<file path="config.mk">
export PLATFORM = sky130hd
export DESIGN_NAME = clfb_seq
export DESIGN_NICKNAME = d
export VERILOG_FILES = /design/src/logic/clfb_pkg.sv /design/src/logic/clfb_seq.sv
export VERILOG_INCLUDE_DIRS = /design/src /design/src/logic
export SDC_FILE = /design/constraint.sdc
export NUM_CORES = 1
export LEC_CHECK = 0
export ABC_CLOCK_PERIOD_IN_PS = 8700
export BUFFER_PORTS_ARGS = -buffer_cell sky130_fd_sc_hd__buf_2
export CORE_MARGIN = 3
export CORE_UTILIZATION = 30
export DETAILED_ROUTE_END_ITERATION = 6
export PLACE_DENSITY_LB_ADDON = 0.05
export SLEW_MARGIN = 15
export SYNTH_ARGS = -nofsm -noshare
export SYNTH_HDL_FRONTEND = slang
export SYNTH_SLANG_ARGS = --single-unit
</file>
<file path="constraint.sdc">
create_clock -name mclk -period 8.7 [get_ports mclk]
set_clock_uncertainty 0.1 [all_clocks]
set_input_delay 1.305 -clock mclk [delete_from_list [all_inputs] [get_ports mclk]]
set_output_delay 1.305 -clock mclk [all_outputs]
set_load 0.05 [all_outputs]
</file>
<file path="src/logic/clfb_map.svh">
// Constants for the cache line fill burst bus sequencer
`ifndef CLFB_MAP_SVH
`define CLFB_MAP_SVH
`define CLFB_LINE_WORDS   3'h4
`define CLFB_WORD_BYTES   4'h4
`define CLFB_ALL_BE       4'h0
`define CLFB_LINE_MASK    32'hffff_fff0
`endif

</file>
<file path="src/logic/clfb_pkg.sv">
// Types for the cache line fill burst bus sequencer
package clfb_pkg;
  typedef enum logic [3:0]
  {
    ST_IDLE  = 4'h1,
    ST_ADDR  = 4'h2,
    ST_DATA  = 4'h4,
    ST_DONE  = 4'h8
  } clfb_state_t;

  typedef enum logic [1:0]
  {
    CY_MEM_READ = 2'h0,
    CY_IO_READ  = 2'h1,
    CY_INTA     = 2'h2,
    CY_WRITE    = 2'h3
  } clfb_kind_t;

  typedef struct packed
  {
    logic [31:0] addr;
    clfb_kind_t  kind;
    logic        locked;
    logic        code;
    logic        pcd_pte;
    logic        pcd_dir;
    logic        paging;
    logic        is_dir;
    logic        cr3_pcd;
    logic        multi;
  } clfb_req_t;

  typedef struct packed
  {
    clfb_state_t state;
    logic [31:0] base;
    logic [1:0]  first_w;
    logic [2:0]  word_cnt;
    logic [1:0]  sub_cnt;
    logic        fill;
    logic        eligible;
    logic        burst_last_out;
    logic        address_strobe_out;
    logic        ken_q;
    logic        bs8_q;
    logic        bus_size_16_in_q;
    logic        first_clk;
    logic        kind_write;
    logic [31:0] data;
    logic        data_vld;
    logic        line_done;
    logic        line_store;
    logic        pcd_out;
  } clfb_st_t;
endpackage

</file>
<file path="src/logic/clfb_seq.sv">
// Bus sequencer for reads, line fills and bursts
//
// Summary of operation
// - Fill needs cache enable one clock before ready
// - Qualified fill fetches whole line regardless later
// - Line stored only if enable in final cycle
// - Enable ignored for writes and I/O cycles
// - Locked, I/O, interrupt acknowledge never fill
// - Page cache disable bits must be zero
// - No fills while cache disable bit set
// - Page cache disable output high when disabled
// - Device drives address and enables after first
// - Burst last inactive second clock, until final
// - Enable not sampled: single cycle only
// - Address strobe only with first burst address
// - Enable sampled every clock, burst last follows
// - Data latched only on ready or burst ready
// - Fixed address order set by first address
// - Narrow transfers finish word before next word
// - Ready interrupts burst, new strobe follows
// - Continuation needs no cache enable again
// - Mixed terminations keep original address order
// - Burst last active in final transfer
// - Burst stays within aligned sixteen byte line
`timescale 1ns/1ps
`include "clfb_map.svh"

module clfb_seq
(
  input  wire logic              mclk,               // Processor clock
  input  wire logic              rst,                // Async reset, active high
  input  wire logic              req_valid,          // Internal request strobe
  input  clfb_pkg::clfb_req_t    req,                // Internal request
  output logic                   req_ready,          // Sequencer idle
  input  wire logic              cache_disable_bit,  // Cache disable control bit
  input  wire logic              cache_enable_in_n,  // Cache enable pin
  input  wire logic              ready_in_n,         // Non-burst ready pin
  input  wire logic              burst_ready_in_n,   // Burst ready pin
  input  wire logic              bus_size_8_in_n,    // 8-bit bus pin
  input  wire logic              bus_size_16_in_n,   // 16-bit bus pin
  input  wire logic [31:0]       data_in,            // Data pins
  output logic                   address_strobe_out_n, // Address strobe
  output logic                   burst_last_out_n,   // Burst last
  output logic [31:0]            addr_out,           // Address bus
  output logic [3:0]             byte_en_n,          // Byte enables
  output logic                   write_out,          // Write/read select
  output logic                   page_cache_disable, // Page cache disable pin
  output logic [31:0]            rd_data,            // Latched read data
  output logic                   rd_valid,           // Data latched pulse
  output logic                   line_done,          // Transfer complete pulse
  output logic                   line_store          // Store line into cache
);

  // ----------------------------------------------------------------
  // Pin synchronisers
  // ----------------------------------------------------------------
  logic [4:0] sync1_r;
  logic [4:0] sync2_r;
  logic [31:0] din1_r;
  logic [31:0] din2_r;

  always_ff @(posedge mclk or posedge rst)
  begin
    if (rst)
    begin
      sync1_r <= 5'h1f;
      sync2_r <= 5'h1f;
      din1_r  <= 32'h0;
      din2_r  <= 32'h0;
    end
    else
    begin
      sync1_r <= {cache_enable_in_n, ready_in_n, burst_ready_in_n, bus_size_8_in_n, bus_size_16_in_n};
      sync2_r <= sync1_r;
      din1_r  <= data_in;
      din2_r  <= din1_r;
    end
  end

  logic cache_enable_in;
  logic rdy;
  logic burst_ready_in;
  logic bs8;
  logic bus_size_16_in;
  assign cache_enable_in  = ~sync2_r[4];
  assign rdy  = ~sync2_r[3];
  assign burst_ready_in = ~sync2_r[2] & ~rdy;
  assign bs8  = ~sync2_r[1];
  assign bus_size_16_in = ~sync2_r[0] & ~bs8;

  // ----------------------------------------------------------------
  // State
  // ----------------------------------------------------------------
  clfb_pkg::clfb_st_t s_r;
  clfb_pkg::clfb_st_t s_nxt;

  logic       done_any;
  logic [1:0] word_idx;
  logic [1:0] sub_last;
  logic       word_end;
  logic       last_xfer;
  logic       elig;

  // Burst order is first word XOR count: 0,4,8,C / 4,0,C,8 / ...
  assign word_idx = s_r.first_w ^ s_r.word_cnt[1:0];
  assign sub_last = s_r.bs8_q ? 2'h3 : (s_r.bus_size_16_in_q ? 2'h1 : 2'h0);
  assign word_end = (s_r.sub_cnt == sub_last);
  assign done_any = rdy | burst_ready_in;
  assign last_xfer = word_end && (!s_r.fill ? 1'b1 : (s_r.word_cnt == 3'h3));

  always_comb
  begin
    elig = (req.kind == clfb_pkg::CY_MEM_READ) && !req.locked
           && !cache_disable_bit
           && (req.paging ? (req.is_dir ? !req.pcd_dir : !req.pcd_pte)
                          : !req.cr3_pcd);
  end

  always_comb
  begin
    s_nxt = s_r;
    s_nxt.address_strobe_out = 1'b0;
    s_nxt.data_vld = 1'b0;
    s_nxt.line_done = 1'b0;
    s_nxt.line_store = 1'b0;
    s_nxt.ken_q = cache_enable_in;
    s_nxt.pcd_out = cache_disable_bit;
    s_nxt.first_clk = 1'b0;
    case (s_r.state)
      clfb_pkg::ST_IDLE:
      begin
        if (req_valid)
        begin
          s_nxt.state = clfb_pkg::ST_DATA;
          s_nxt.base = req.addr;
          s_nxt.first_w = req.addr[3:2];
          s_nxt.word_cnt = 3'h0;
          s_nxt.sub_cnt = 2'h0;
          s_nxt.fill = 1'b0;
          s_nxt.eligible = elig;
          s_nxt.kind_write = (req.kind == clfb_pkg::CY_WRITE);
          s_nxt.address_strobe_out = 1'b1;
          s_nxt.first_clk = 1'b1;
          s_nxt.burst_last_out = !req.multi;
        end
      end
      clfb_pkg::ST_DATA:
      begin
        // Decision tracks the pins until the first data cycle ends, so the
        // enable seen in the clock before ready is the one that counts
        if (s_r.word_cnt == 3'h0 && s_r.sub_cnt == 2'h0 && (s_r.first_clk || !done_any))
        begin
          s_nxt.fill = s_r.eligible && !s_r.kind_write && cache_enable_in;
          s_nxt.bs8_q = bs8;
          s_nxt.bus_size_16_in_q = bus_size_16_in;
          // Burst_last_out follows the enable by one clock; narrow words need more pieces
          s_nxt.burst_last_out = !(s_r.eligible && cache_enable_in) && !bs8 && !bus_size_16_in;
        end
        if (done_any && !s_r.first_clk)
        begin
          s_nxt.data = din2_r;
          s_nxt.data_vld = !s_r.kind_write;
          if (last_xfer)
          begin
            s_nxt.state = clfb_pkg::ST_IDLE;
            s_nxt.line_done = 1'b1;
            s_nxt.line_store = s_r.fill && s_r.ken_q;
            s_nxt.burst_last_out = 1'b1;
          end
          else
          begin
            if (word_end)
            begin
              s_nxt.word_cnt = s_r.word_cnt + 3'h1;
              s_nxt.sub_cnt = 2'h0;
            end
            else
            begin
              s_nxt.sub_cnt = s_r.sub_cnt + 2'h1;
            end
            // Final transfer next: raise burst_last_out before it
            s_nxt.burst_last_out = s_r.fill ? (word_end ? (s_r.word_cnt == 3'h2) && (sub_last == 2'h0)
                                               : (s_r.word_cnt == 3'h3) && (s_r.sub_cnt + 2'h1 == sub_last))
                                   : (s_r.sub_cnt + 2'h1 == sub_last);
            if (rdy)
            begin
              s_nxt.address_strobe_out = 1'b1;
            end
          end
        end
      end
      default:
      begin
        s_nxt.state = clfb_pkg::ST_IDLE;
      end
    endcase
  end

  always_ff @(posedge mclk or posedge rst)
  begin
    if (rst)
    begin
      s_r <= '0;
      s_r.state <= clfb_pkg::ST_IDLE;
      s_r.burst_last_out <= 1'b1;
    end
    else
    begin
      s_r <= s_nxt;
    end
  end

  // ----------------------------------------------------------------
  // Outputs
  // ----------------------------------------------------------------
  logic [1:0] byte_sel;
  assign byte_sel = s_r.bs8_q ? s_r.sub_cnt : (s_r.bus_size_16_in_q ? {s_r.sub_cnt[0], 1'b0} : 2'h0);

  assign req_ready = (s_r.state == clfb_pkg::ST_IDLE);
  assign address_strobe_out_n = ~s_r.address_strobe_out;
  assign burst_last_out_n = ~s_r.burst_last_out;
  assign write_out = s_r.kind_write;
  assign page_cache_disable = s_r.pcd_out;
  assign rd_data = s_r.data;
  assign rd_valid = s_r.data_vld;
  assign line_done = s_r.line_done;
  assign line_store = s_r.line_store;

  always_comb
  begin
    // Upper line bits stay fixed for the whole burst
    addr_out = {s_r.base[31:4], word_idx, byte_sel};
    // Narrow pieces enable only the bytes still owed in the word
    byte_en_n = (s_r.word_cnt == 3'h0 && s_r.sub_cnt == 2'h0) ? `CLFB_ALL_BE : ~(4'hf << byte_sel);
  end

  // ----------------------------------------------------------------
  // Assertions
  // ----------------------------------------------------------------
  a_line_base_stable: assert property (@(posedge mclk) disable iff (rst)
    (s_r.state == clfb_pkg::ST_DATA && $past(s_r.state) == clfb_pkg::ST_DATA)
    |-> addr_out[31:4] == $past(addr_out[31:4]))
    else $error("line base moved in burst");
  a_order_xor: assert property (@(posedge mclk) disable iff (rst)
    s_r.state == clfb_pkg::ST_DATA |-> addr_out[3:2] == (s_r.first_w ^ s_r.word_cnt[1:0]))
    else $error("burst order broken");
  a_no_fill_inel: assert property (@(posedge mclk) disable iff (rst)
    (s_r.first_clk && !s_r.eligible) |=> !s_r.fill)
    else $error("ineligible cycle filled");
  a_store_needs_fill: assert property (@(posedge mclk) disable iff (rst)
    line_store |-> $past(s_r.fill) && $past(s_r.ken_q))
    else $error("store without fill");
  a_pcd_follow: assert property (@(posedge mclk) disable iff (rst)
    cache_disable_bit |=> page_cache_disable)
    else $error("pcd not driven");
  a_fill_burst_last_out_low: assert property (@(posedge mclk) disable iff (rst)
    (s_r.first_clk && s_r.eligible && !s_r.kind_write && cache_enable_in) |=> !s_r.burst_last_out)
    else $error("burst_last_out high on fill");
  a_cd_no_fill: assert property (@(posedge mclk) disable iff (rst)
    (req_valid && req_ready && cache_disable_bit) |=> !s_r.eligible)
    else $error("fill with cache disabled");
  a_done_last: assert property (@(posedge mclk) disable iff (rst)
    line_done |-> $past(s_r.burst_last_out))
    else $error("done without burst_last_out");

  // Once the first word is in, the fill must run to the end
  a_fill_holds: assert property (@(posedge mclk) disable iff (rst)
    (s_r.state == clfb_pkg::ST_DATA && s_r.fill && (s_r.word_cnt != 3'h0 || s_r.sub_cnt != 2'h0)) |=> s_r.fill)
    else $error("fill dropped mid line");
  a_write_no_fill: assert property (@(posedge mclk) disable iff (rst)
    (s_r.state == clfb_pkg::ST_DATA && s_r.kind_write) |-> !s_r.fill)
    else $error("write turned into fill");
  a_pte_pcd_block: assert property (@(posedge mclk) disable iff (rst)
    (req_valid && req_ready && req.paging && !req.is_dir && req.pcd_pte) |=> !s_r.eligible)
    else $error("cacheable despite page disable");
  a_burst_one_strobe: assert property (@(posedge mclk) disable iff (rst)
    (s_r.state == clfb_pkg::ST_DATA && !s_r.first_clk && burst_ready_in) |=> !s_r.address_strobe_out)
    else $error("strobe inside burst");
  a_ready_restrobe: assert property (@(posedge mclk) disable iff (rst)
    (s_r.state == clfb_pkg::ST_DATA && !s_r.first_clk && rdy && !last_xfer) |=> s_r.address_strobe_out)
    else $error("no new strobe after ready");
  a_data_on_ready: assert property (@(posedge mclk) disable iff (rst)
    rd_valid |-> $past(done_any))
    else $error("data latched without ready");
  a_single_one_word: assert property (@(posedge mclk) disable iff (rst)
    (line_done && !s_r.fill) |-> s_r.word_cnt == 3'h0)
    else $error("extra words without fill");
  a_burst_last_out_follows: assert property (@(posedge mclk) disable iff (rst)
    (s_r.state == clfb_pkg::ST_DATA && s_r.word_cnt == 3'h0 && s_r.sub_cnt == 2'h0 && !done_any
     && s_r.eligible && cache_enable_in) |=> !s_r.burst_last_out)
    else $error("burst_last_out not following enable");

  // ----------------------------------------------------------------
  // Coverage of the main scenarios
  // ----------------------------------------------------------------
  c_fill_store: cover property (@(posedge mclk) disable iff (rst) line_store);
  c_interrupt: cover property (@(posedge mclk) disable iff (rst) rdy && s_r.fill && !last_xfer);
  c_narrow: cover property (@(posedge mclk) disable iff (rst) s_r.bs8_q && rd_valid);
  c_single: cover property (@(posedge mclk) disable iff (rst) line_done && !s_r.fill);
  c_wait_state: cover property (@(posedge mclk) disable iff (rst) s_r.fill && s_r.word_cnt != 3'h0 && !done_any);

endmodule

</file>
## Yosys cells after proc, flatten, opt, wreduce, memory -nomap -nowiden

Cells that the tools add are included.

- Register bits after elaboration: 162
- Input bits: 83
- Output and inout bits: 76
- Logic and storage cells: 123

- $add $sub $neg: 2
- Equality and inequality tests: 14
- Shift-type cells: 1
- Mux-type cells: 31
- Bitwise gates (word level): 12
- Reductions and logical operators: 40

Operators with widths:

| kind | count |
|---|---|
| 47-bit two-way mux | 1 |
| 2-bit two-way mux | 8 |
| 1-bit logical AND | 15 |
| 4-bit two-way mux | 3 |
| 2-bit inequality test, second input constant | 6 |
| 6-bit case mux with 2 select lines | 1 |
| 1-bit zero test | 11 |
| 1-bit two-way mux | 11 |
| 5-bit two-way mux | 2 |
| 3-bit two-way mux | 3 |
| 3-bit AND reduction | 3 |
| 4-bit case mux with 2 select lines | 1 |
| 1-bit NOT | 7 |
| 3-bit by 2-bit == test with 1-bit output, second input constant | 2 |
| 2-bit zero test | 3 |
| 2-bit AND reduction | 3 |
| 5-bit AND reduction | 1 |
| 2-bit == test | 2 |
| 4-bit by 1-bit == test with 1-bit output, second input constant | 1 |
| 4-bit by 3-bit == test with 1-bit output, second input constant | 1 |
| 4-bit NOT | 1 |
| 2-bit case mux with 2 select lines | 1 |
| 4-bit AND reduction | 1 |
| 4-bit by 2-bit left shift with 4-bit output, first input constant | 1 |
| 10 further kinds | 11 |

## Logic depth before layout (Yosys ltp)

- Word-level depth: 9
- Mapped depth: 8
- Mapped depth without buffers: 7

## Worst setup path before layout

OpenSTA, ideal clock, no wires.

- Kind: register to output
- From: register s_r[46] in the netlist's numbering
- To: output port byte_en_n[2]
- Arrival time: 2.073 ns
- Slack: 5.222 ns
- Stages on the path, launching flop included: 6
- Path buffers: 1
- Cell sequence: dfrtp_1 -> inv_1 -> ha_1 -> and3_1 -> clkbuf_1 -> nor3_1

- Longest elaborated chain between the ends: 4

RTL lines:

| what | RTL line | text |
|---|---|---|
| from (decl) | clfb_seq.sv:94 | `clfb_pkg::clfb_st_t s_r;` |
| from (signal assigned) | clfb_seq.sv:209 | `s_r <= s_nxt;` |
| 2-bit two-way mux | clfb_seq.sv:217 | `assign byte_sel = s_r.bs8_q ? s_r.sub_cnt : (s_r.bus_size_16_in_q ? {s_r.sub_cnt[0], 1'b0} : 2'h0);` |
| 4-bit by 2-bit left shift with 4-bit output | clfb_seq.sv:234 | `` byte_en_n = (s_r.word_cnt == 3'h0 && s_r.sub_cnt == 2'h0) ? `CLFB_ALL_BE : ~(4'hf << byte_sel); `` |
| 4-bit NOT | clfb_seq.sv:234 |  |
| 4-bit two-way mux * | clfb_seq.sv:234 |  |
| to (decl) | clfb_seq.sv:45 | `output logic [3:0] byte_en_n,` |

Mark *: on every way between the ends. The rest lies on a longest branch, timed or not.

## Worst setup path after layout

Ends and elaborated chain as after synthesis.

==> results.md <==
- Dpl cells: 737
- Dpl hpwl: 7.16 mm
- Post-Synthesis Cells: 392
- Outcome: finished, final reports clean
- Cts hold-fix bufs: 0
- N_diodes: 0
- GPL Wtd Cong: 0.728
- Max cap viols: 0
- 1st-pass router iterations: 4
- Deepest clock path buffer count: 2
- Post-layout util: 37.2%
- Internal power: 1.69 mW
- Placed Area: 6400 sq um
- Routed WL: 10.7 mm
- Avg Synthesized Cell Area: 14.7 sq um
- Vias per inst: 4.09
- CP arrival: 1.93 ns
- Final #Nets: 586
- Commonest non-fill, non-tap cell in the layout: buf_2
- Max FO, Critical Path: 7
- Largest net degree at the start of global routing: 80
- Core area: 18800 sq um
- Finished layout cell area: 7000 sq um
- Post-synthesis net count: 482
- Worst hold path class: reg -> reg
- Area taken by flip-flops and latches: 3920 sq um
- Worst skew pair latency: 0.42 ns
- Congestion Overflow GR: 0
- Initial antenna violation count: 2
- Residual DRC: 0
- Pwr Density: 420 nW/um^2
- Maximum vdd ir drop: 0.196 mV
- CTS root buffer: clkbuf_16
- Via Count: 3145
- I/O pin total: 159
- Clock buffer count from CTS: 17
- Comb power frac: 40.0%
- Final Worst Setup Slack: 5.37 ns
- Pre-CTS WS: 5.53 ns
- Clk slew on worst S/H paths: 0.07 ns
- CTS tree: done
- Sw frac: 42.5%
- Final Max Slew Viols: 0
- FP Rows: 50
- Post-cts resize count: 0
- Routed Antenna Nets: 0
- Ys flop type: dfrtp_1
- Sink Count: 156
- First-pass GRT wire length: 17.2 mm
- Routed length per instance: 13.9 um
- Post-CTS Setup Bufs: 0
- Min cycle time layout: 3.33 ns
- Port-buffer cells: 154
- H-tree levels: 4
- Unrepaired setup endpoints after global routing: no
- Final cell count without fillers: 769
- Worst hold slack: 0.241 ns
- Switching pwr: 1.25 mW
- Area taken by multi-input logic gates: 1290 sq um
- CP Launch Type: register
- Share of cells above drive strength 1: 53.0%
- Async set-reset flop share out of synthesis: 100%
- Worst rel slew slack: 34.1%
- Ys Warns: 0
- Yosys reg bits: 156
- Gr usage total: 10.7%
- Seq pwr share: 34.2%
- Hold Vio Cnt, Final: 0
- Setup TNS: 0 ns
- Required time of the critical path: 7.30 ns
- DIE HEIGHT: 145 um
- Number of fill cells: 1863
- Lkg Pwr: 3.37 nW
- Final setup viols: 0
- Most frequent cells in the layout: 154 x buf_2, 144 x dfrtp_1, 64 x mux2_2
- Clock share of power: 25.9%
- Die area: 21000 sq um
- Critical path class: reg -> out
- Worst setup EP type: output port
- Max Clk Rate: 300 MHz
- Seq/Total Area, Yosys: 67.8%
- Post-synth EDFFs: 0
- Effective utilization at floorplan: 30.7%
- Die Span X: 145 um
- 1st-iter DRT viols: 115
- Period Utilization, post-route: 38.3%
- Netlist cell types: 37
- Tightest Pin Transition: 0.988 ns
- Syn-to-layout area delta: 21.1%
- Vias in the first global route: 3266
- Mapped cell area: 5780 sq um
- Total power: 2.94 mW
-- flip-flops by register name, indices dropped and copies added (netlist names) --
signal              cells
din2_r                 32
addr_out               28
sync2_r                 5
page_cache_disable      1
line_store              1
write_out               1
line_done               1
din1_r                 32
sync1_r                 5
rd_data                32
s_r                    17
rd_valid                1
-- Yosys cell counts, types with 3 or more instances --
cell / count / area (sq um)
o21ai_0: 7 / 35.0
nand2b_1: 5 / 31.3
mux2_2: 64 / 721
nor3_1: 3 / 15.0
inv_1: 18 / 67.6
dfrtp_1: 144 / 3600
nand2_1: 13 / 48.8
o221ai_1: 3 / 26.3
dfstp_2: 12 / 315
mux2i_1: 4 / 40.0
xor2_1: 3 / 26.3
a21oi_1: 5 / 25.0
a21o_1: 3 / 22.5
buf_4: 61 / 458
nor2_1: 6 / 22.5
a22o_1: 3 / 26.3
buf_2: 7 / 35.0
ha_1: 7 / 87.6
-- worst max-delay path, cell delays in order, from the launching register on --
cell and delay, ns:
dfrtp_1 0.49, inv_1 0.13, ha_1 0.19, and3_1 0.27
nor3_1 0.15, buf_2 0.29
-- cells by family after synthesis --
group | Yosys count | share of synthesized area, %
flip-flops | 156 | 67.8
XOR/XNOR | 3 | 0.455
multiplexers | 68 | 13.2
buffers and inverters | 89 | 9.89
other | 1 | 0.0649
AO/OA/AOI/OAI | 29 | 3.64
adder cells (fa/ha/maj) | 7 | 1.51
AND/OR/NAND/NOR | 39 | 3.51
-- metal layers --
metal	share of wire (%)	vias to the layer above	global-route usage (%)	wire, um
met5	0.25	-	0	27
met4	1.0	4	3.98	110
met3	7.3	15	4.83	778
met2	50	88	16.4	5330
met1	42	1582	13.4	4430
li1	-	1456	-	-
-- area by class of cell --
class / instances / area share (%)
clock inverter: 14 / 2.41
clock buffer: 18 / 6.27
multi-input combinational: 147 / 18.5
sequential: 156 / 55.9
timing repair buffer: 156 / 11.2
tap: 260 / 4.64
inverter: 18 / 1.04
-- power groups by stage --
| stage | clock [mW] | sequential [mW] | combinational [mW] |
|---|---|---|---|
| 3_3_place_gp | 0 | 1.02 | 1.19 |
| 6_report | 0.761 | 1.01 | 1.18 |
| 5_1_grt | 0.822 | 1.04 | 1.26 |
| 3_5_place_dp | 0 | 1.02 | 1.20 |
| 2_1_floorplan | 0 | 1.01 | 1.14 |
| 4_1_cts | 0.790 | 1.01 | 1.20 |
-- final timing paths --
check | from | to | slack, ns | depth (start not counted)
worst min register to register | din1_r[11] | din2_r[11] | 0.24 | 0
worst max register to register | s_r[84] | s_r[42] | 6.37 | 6
min in group asynchronous | rst | din2_r[6] | 0.89 | 2
worst min-delay path | din1_r[11] | din2_r[11] | 0.24 | 0
max in group asynchronous | rst | din1_r[2] | 6.12 | 3
worst max-delay path | s_r[46] | byte_en_n[2] | 5.37 | 5
Power figures use the tool's default switching activity.
